[src/include/aicr_defs.svh]
// constants for the input configuration register block
`ifndef AICR_DEFS_SVH
`define AICR_DEFS_SVH
`define AICR_SEL_HI 11
`define AICR_SEL_LO 10
`define AICR_SEL_WORD0 2'h0
`define AICR_BIT_REF 0
`define AICR_BIT_PD 2
`define AICR_CFG_HI 7
`define AICR_CFG_LO 3
`define AICR_TEST_HI 9
`define AICR_TEST_LO 8
`define AICR_RESET_WORD 10'h020
`define AICR_WORD_MASK 10'h3FD
`define AICR_MID_CODE 12'h800
`define AICR_FULL_CODE 12'hFFF
`define AICR_ZERO_CODE 12'h000
`endif

[src/include/aicr_pkg.sv]
// types for the input configuration register block
package aicr_pkg;
  typedef enum logic [3:0] {
    AICR_IN_AP = 4'h1,
    AICR_IN_AM = 4'h2,
    AICR_IN_BP = 4'h4,
    AICR_IN_BM = 4'h8
  } aicr_input_t;
  typedef enum logic [3:0] {
    AICR_T_NORMAL = 4'h1,
    AICR_T_TOP = 4'h2,
    AICR_T_MID = 4'h4,
    AICR_T_BOTTOM = 4'h8
  } aicr_test_t;
endpackage

[src/aicr_seq.sv]
// channel sequence decoder for one configuration code and step
`timescale 1ns/1ns
module aicr_seq (
  input wire logic [4:0] cfg_in,
  input wire logic [1:0] step_in,
  output logic [3:0] pos_out,
  output logic [3:0] neg_out,
  output logic [1:0] last_out,
  output logic multi_out
);
  ////////////////////////////////////////////////////////////////////////
  // one-hot positive and negative input per step; zero neg means single-ended
  always_comb begin
    pos_out = 4'h0;
    neg_out = 4'h0;
    last_out = 2'h0;
    multi_out = 1'b0;
    case (cfg_in)
      5'h00: pos_out = aicr_pkg::AICR_IN_AP;
      5'h01: pos_out = aicr_pkg::AICR_IN_AM;
      5'h02: pos_out = aicr_pkg::AICR_IN_BP;
      5'h03: pos_out = aicr_pkg::AICR_IN_BM;
      5'h04: begin
        pos_out = aicr_pkg::AICR_IN_AP;
        neg_out = aicr_pkg::AICR_IN_AM;
      end
      5'h05: begin
        pos_out = aicr_pkg::AICR_IN_BP;
        neg_out = aicr_pkg::AICR_IN_BM;
      end
      5'h11, 5'h12, 5'h13: begin
        multi_out = 1'b1;
        last_out = cfg_in[1:0];
        case (step_in)
          2'h0: pos_out = aicr_pkg::AICR_IN_AP;
          2'h1: pos_out = aicr_pkg::AICR_IN_AM;
          2'h2: pos_out = aicr_pkg::AICR_IN_BP;
          default: pos_out = aicr_pkg::AICR_IN_BM;
        endcase
      end
      5'h15: begin
        multi_out = 1'b1;
        last_out = 2'h1;
        if (step_in == 2'h0) begin
          pos_out = aicr_pkg::AICR_IN_AP;
        end else begin
          pos_out = aicr_pkg::AICR_IN_BP;
          neg_out = aicr_pkg::AICR_IN_BM;
        end
      end
      5'h16: begin
        multi_out = 1'b1;
        last_out = 2'h2;
        case (step_in)
          2'h0: pos_out = aicr_pkg::AICR_IN_AP;
          2'h1: pos_out = aicr_pkg::AICR_IN_AM;
          default: begin
            pos_out = aicr_pkg::AICR_IN_BP;
            neg_out = aicr_pkg::AICR_IN_BM;
          end
        endcase
      end
      5'h19: begin
        multi_out = 1'b1;
        last_out = 2'h1;
        if (step_in == 2'h0) begin
          pos_out = aicr_pkg::AICR_IN_AP;
          neg_out = aicr_pkg::AICR_IN_AM;
        end else begin
          pos_out = aicr_pkg::AICR_IN_BP;
          neg_out = aicr_pkg::AICR_IN_BM;
        end
      end
      default: begin
        pos_out = 4'h0; // reserved code: nothing selected
      end
    endcase
  end
endmodule

[src/aicr_top.sv]
// input configuration word register with channel sequencing and output coding
`timescale 1ns/1ns
`include "aicr_defs.svh"
module aicr_top (
  input wire logic clk_in,
  input wire logic reset_in,
  input wire logic wr_strobe_in,
  input wire logic [11:0] wr_data_in,
  input wire logic conv_done_in,
  input wire logic [11:0] conv_result_in,
  input wire logic twos_format_in,
  output logic ext_ref_out,
  output logic power_down_out,
  output logic [3:0] sel_pos_out,
  output logic [3:0] sel_neg_out,
  output logic [3:0] test_level_out,
  output logic [11:0] result_out,
  output logic first_chan_n_out,
  output logic [9:0] config_word_out
);
  logic [9:0] word_q;
  logic [9:0] word_d;
  logic [1:0] step_q;
  logic [1:0] step_d;
  logic [3:0] seq_pos;
  logic [3:0] seq_neg;
  logic [1:0] seq_last;
  logic seq_multi;
  logic ext_ref_q;
  logic pd_q;
  logic [3:0] pos_q;
  logic [3:0] neg_q;
  logic [3:0] test_q;
  logic [11:0] result_q;
  logic first_n_q;
  logic [11:0] result_d;
  logic first_n_d;
  logic [3:0] test_d;
  logic write_word0;
  logic ext_ref_d;
  logic pd_d;
  logic [3:0] pos_d;
  logic [3:0] neg_d;

  ////////////////////////////////////////////////////////////////////////
  // register select decode; writes accepted even in power-down
  always_comb begin
    write_word0 = 1'b0;
    if (wr_strobe_in) begin
      case (wr_data_in[`AICR_SEL_HI:`AICR_SEL_LO])
        `AICR_SEL_WORD0: write_word0 = 1'b1;
        default: write_word0 = 1'b0; // other register or reserved select
      endcase
    end
  end

  // next value of the configuration word, reserved bit forced low
  always_comb begin
    word_d = word_q;
    if (write_word0) begin
      word_d = wr_data_in[9:0] & `AICR_WORD_MASK;
    end
  end

  // configuration word storage
  always_ff @(posedge clk_in) begin
    if (reset_in) begin
      word_q <= `AICR_RESET_WORD;
    end else begin
      word_q <= word_d;
    end
  end

  ////////////////////////////////////////////////////////////////////////
  // sequence decoder for the current configuration
  aicr_seq u_seq (
    .cfg_in(word_q[`AICR_CFG_HI:`AICR_CFG_LO]),
    .step_in(step_q),
    .pos_out(seq_pos),
    .neg_out(seq_neg),
    .last_out(seq_last),
    .multi_out(seq_multi)
  );

  // sweep step advances per finished conversion unless the stored word has power-down set, restarts on rewrite
  always_comb begin
    step_d = step_q;
    if (write_word0 || !seq_multi) begin
      step_d = 2'h0;
    end else if (conv_done_in && !word_q[`AICR_BIT_PD]) begin
      step_d = (step_q >= seq_last) ? 2'h0 : step_q + 2'h1;
    end
  end

  // step counter
  always_ff @(posedge clk_in) begin
    if (reset_in) begin
      step_q <= 2'h0;
    end else begin
      step_q <= step_d;
    end
  end

  ////////////////////////////////////////////////////////////////////////
  // test level decode
  always_comb begin
    case (word_q[`AICR_TEST_HI:`AICR_TEST_LO])
      2'h0: test_d = aicr_pkg::AICR_T_NORMAL;
      2'h1: test_d = aicr_pkg::AICR_T_TOP;
      2'h2: test_d = aicr_pkg::AICR_T_MID;
      default: test_d = aicr_pkg::AICR_T_BOTTOM;
    endcase
  end

  // result coding and first-channel marker, captured per conversion
  always_comb begin
    result_d = result_q;
    first_n_d = first_n_q;
    if (!seq_multi) begin
      first_n_d = 1'b1;
    end
    if (conv_done_in) begin
      result_d = twos_format_in ? (conv_result_in ^ `AICR_MID_CODE) : conv_result_in;
      first_n_d = !(seq_multi && step_q == 2'h0);
    end
  end

  // result and marker flops
  always_ff @(posedge clk_in) begin
    if (reset_in) begin
      result_q <= `AICR_ZERO_CODE;
      first_n_q <= 1'b1;
    end else begin
      result_q <= result_d;
      first_n_q <= first_n_d;
    end
  end

  // test level flops
  always_ff @(posedge clk_in) begin
    if (reset_in) begin
      test_q <= aicr_pkg::AICR_T_NORMAL;
    end else begin
      test_q <= test_d;
    end
  end

  ////////////////////////////////////////////////////////////////////////
  // reference and power-down follow the stored word
  always_comb begin
    ext_ref_d = word_q[`AICR_BIT_REF];
    pd_d = word_q[`AICR_BIT_PD];
  end

  // reference and power-down flops
  always_ff @(posedge clk_in) begin
    if (reset_in) begin
      ext_ref_q <= 1'b0;
      pd_q <= 1'b0;
    end else begin
      ext_ref_q <= ext_ref_d;
      pd_q <= pd_d;
    end
  end

  ////////////////////////////////////////////////////////////////////////
  // selected inputs follow the decoder, one cycle behind the step
  always_comb begin
    pos_d = seq_pos;
    neg_d = seq_neg; // zero when single-ended
  end

  // input selection flops
  always_ff @(posedge clk_in) begin
    if (reset_in) begin
      pos_q <= 4'h0;
      neg_q <= 4'h0;
    end else begin
      pos_q <= pos_d;
      neg_q <= neg_d;
    end
  end

  assign ext_ref_out = ext_ref_q;
  assign power_down_out = pd_q;
  assign sel_pos_out = pos_q;
  assign sel_neg_out = neg_q;
  assign test_level_out = test_q;
  assign result_out = result_q;
  assign first_chan_n_out = first_n_q;
  assign config_word_out = word_q; // readback path, live in power-down
endmodule

[config.mk]
export PLATFORM = sky130hd
export DESIGN_NAME = aicr_top
export DESIGN_NICKNAME = d
export VERILOG_FILES = /design/src/include/aicr_pkg.sv /design/src/aicr_seq.sv /design/src/aicr_top.sv
export VERILOG_INCLUDE_DIRS = /design/src /design/src/include
export SDC_FILE = /design/constraint.sdc
export NUM_CORES = 1
export LEC_CHECK = 0
export ABC_AREA = 1
export BUFFER_PORTS_ARGS = -buffer_cell sky130_fd_sc_hd__buf_2
export CAP_MARGIN = 20
export CORE_UTILIZATION = 25
export CTS_CLUSTER_SIZE = 25
export DETAILED_ROUTE_END_ITERATION = 16
export SYNTH_ARGS = -nofsm -noshare
export SYNTH_HDL_FRONTEND = slang
export SYNTH_SLANG_ARGS = --single-unit
[constraint.sdc]
create_clock -name clk_in -period 1.8 [get_ports clk_in]
set_input_delay 0.18 -clock clk_in [delete_from_list [all_inputs] [get_ports clk_in]]
set_output_delay 0.18 -clock clk_in [all_outputs]
set_load 0.02 [all_outputs]
==> impl_metrics.json <==
{
  "status": "completed",
  "grt_setup_unrepaired": "false",
  "ys_top_cells_by_area": "dfxtp_1 47%, nor2_1 9.1%, o21ai_0 8.2%",
  "synth.top_cell.area_share_pct": 47.3,
  "arrival_ns": 1.88,
  "fin_crit_ns": 1.65,
  "die_x_um": 80.0,
  "p_seq_share_pct": 50.2,
  "hp-start": "conv_result_in[1]",
  "grt_pass1_vias": 1328,
  "post_drt_wl_per_cell_um": 10.7,
  "cp_max_fo": 5,
  "chipHeight_um": 80.0,
  "htree_levels": 2,
  "io_buffers": 61,
  "synthToLayoutAreaGrowth_pct": 33.4,
  "period_share_pct": 91.7,
  "place.gp.congestion": 0.877,
  "p_int_mw": 1.26,
  "start_kind": "flip-flop",
  "clk_latency_ns": 0.28,
  "cts_buffers": 5,
  "yosys_register_bits": 36,
  "p_sw_share_pct": 26.2,
  "crit_path_start": "config_word_out[5]",
  "fin_total_pwr_mw": 1.71,
  "r2r-start": "config_word_out[5]",
  "drt-initial-drc-count": 66,
  "grt_overflow": 0,
  "totalNegativeSetupSlack_ns": 0,
  "antenna_cells": 0,
  "ios": 66,
  "p_per_area_nw_per_um2": 842,
  "synth_top_cell_by_area": "dfxtp_1",
  "fmax_mhz": 606,
  "cp_data_required_time_ns": 2.02,
  "antenna_found_initial": 0,
  "r2r_cells": 13,
  "path_class": "reg2reg",
  "drv_cap": 0,
  "r2r_slack_ns": 0.15,
  "synth.distinct_cells": 22,
  "combPwrFrac_pct": 13.8,
  "hpwl_um": 2720,
  "core_area_um2": 5890,
  "mostFrequentLayoutCell": "buf_2",
  "initial_core_util_pct": 25.9,
  "nNetsFinal": 302,
  "cts.sink_count": 36,
  "vias_per_cell": 4.25,
  "min_path_cells": 3,
  "cts_buffer_depth": 2,
  "leakage_nw": 1.02,
  "crit_path_end_kind": "flip-flop",
  "synth_cells": 199,
  "final_max_slew_viol_count": 0,
  "grt_use_total_pct": 11.9,
  "ant_nets": 0,
  "drive_above_1_share_pct": 33.5,
  "wl_um": 3660,
  "synth_area_per_cell_um2": 7.65,
  "first_pass_iters": 4,
  "syn_area_um2": 1520,
  "clkPwrFrac_pct": 36.0,
  "grt_max_degree": 20,
  "drc": 0,
  "cts-root-buf": "clkbuf_8",
  "seq_area_frac_synth_pct": 47.3,
  "grt_pass1_wl_um": 5830,
  "p_sw_uw": 448,
  "final-hold-violation-count": 0,
  "cts_tree": "built",
  "layout_common_cells": "61 x buf_2, 37 x nor2_1, 31 x dfxtp_1",
  "worst_hold_path_type": "in2reg",
  "placement_rows": 28,
  "cts_hold_buf": 0,
  "dieArea_um2": 6410,
  "final_util_pct": 34.5,
  "peakVddDrop_uv": 355,
  "cts.clk_slew.worst_paths_ns": 0.07,
  "via_count": 1448,
  "holdPathEnd": "result_out[1]",
  "fin_skew_ns": 0.00190,
  "ys.warnings.count": 0,
  "setup_viol_count_final": 0,
  "reg2reg_to": "step_q[1]"
}
routing by layer:
layer | share of wire (%) | GRT usage, %
met1 | 47 | 14.2
met2 | 47 | 20.2
met4 | 1.1 | 3.93
met5 | 0 | 0
met3 | 5.6 | 3.54
metrics by stage:
| step | hold WS [ns] | cells | worst slack [ns] | cell area, µm² |
|---|---|---|---|---|
| after CTS | 0.110 | 340 | 0.000304 | 2020 |
| after global routing | 0.112 | 341 | 0.00101 | 2030 |
| final | 0.120 | 341 | 0.149 | 2030 |
| after global placement | 0.401 | 333 | 0.0438 | 1920 |
| after floorplan | 0.315 | 201 | 0.00398 | 1530 |
| after detailed placement | 0.410 | 333 | 0.0301 | 1920 |
worst max-delay path, cell delays in order, from the launching register on:
cell and delay [ns]:
dfxtp_2 0.37, inv_1 0.08, nand3_1 0.08, nor2_1 0.05, nor2_1 0.12, o21ai_0 0.11
ha_1 0.27, o21ai_1 0.13, nand2_1 0.06, nor2_1 0.11, nand2_1 0.06, nand2_1 0.05
inv_1 0.04, nor2_2 0.06
synth_stat cells, drive strengths merged:
master / instances
ha: 7
dfxtp: 36
o21ai: 25
nand2: 24
buf: 4
nand4: 2
conb: 1
nor3: 3
xor2: 1
inv: 23
o211ai: 1
a21oi: 12
nand3: 12
clkbuf: 5
nor2: 42
o2111ai: 1
worst max-delay path by stage:
stage / slack, ns / endpoint
after floorplan: 0.004 / step_q[1]
after global placement: 0.04 / step_q[1]
after detailed placement: 0.03 / step_q[1]
after CTS: 0.0003 / step_q[1]
after global routing: 0.001 / step_q[1]
final: 0.15 / step_q[1]
area by class of cell:
| cell class | count | area [µm²] |
|---|---|---|
| clock buffers | 7 | 96.3 |
| fillers | 651 | 3850 |
| repair buffers | 67 | 350 |
| well taps | 75 | 93.8 |
| multi-input cells | 133 | 678 |
| flip-flops and latches | 36 | 727 |
| inverters | 23 | 86.3 |
cell families after synthesis:
family / synth area share [%]
AOI/OAI and AO/OA: 13.5
xor gates and xnor gates: 0.575
adders and majority gates: 5.75
buffers and inverters: 8.63
DFF: 47.3
other: 0.246
and+or+nand+nor: 24.0
sequential cells by signal, indices dropped and copies added (netlist names):
signal	count
config_word_out	9
power_down_out	1
sel_neg_out	2
test_level_out	4
step_q	2
first_chan_n_out	1
sel_pos_out	4
result_out	12
ext_ref_out	1
power by group through the flow:
stage	Clock [mW]	Combinational, mW	Sequential (mW)
floorplan	0	0.0942	0.926
global placement	0	0.237	0.875
detailed placement	0	0.238	0.876
CTS	0.641	0.238	0.858
global route	0.673	0.261	0.865
finish	0.616	0.236	0.859
what timing repair did:
item                       in CTS  in global routing
setup endpoints to repair       0                  2
gates resized for setup         0                  6
setup buffers                   0                  1
hold endpoints to repair        0                  0
No activity file was read; power rests on OpenSTA's default activity.
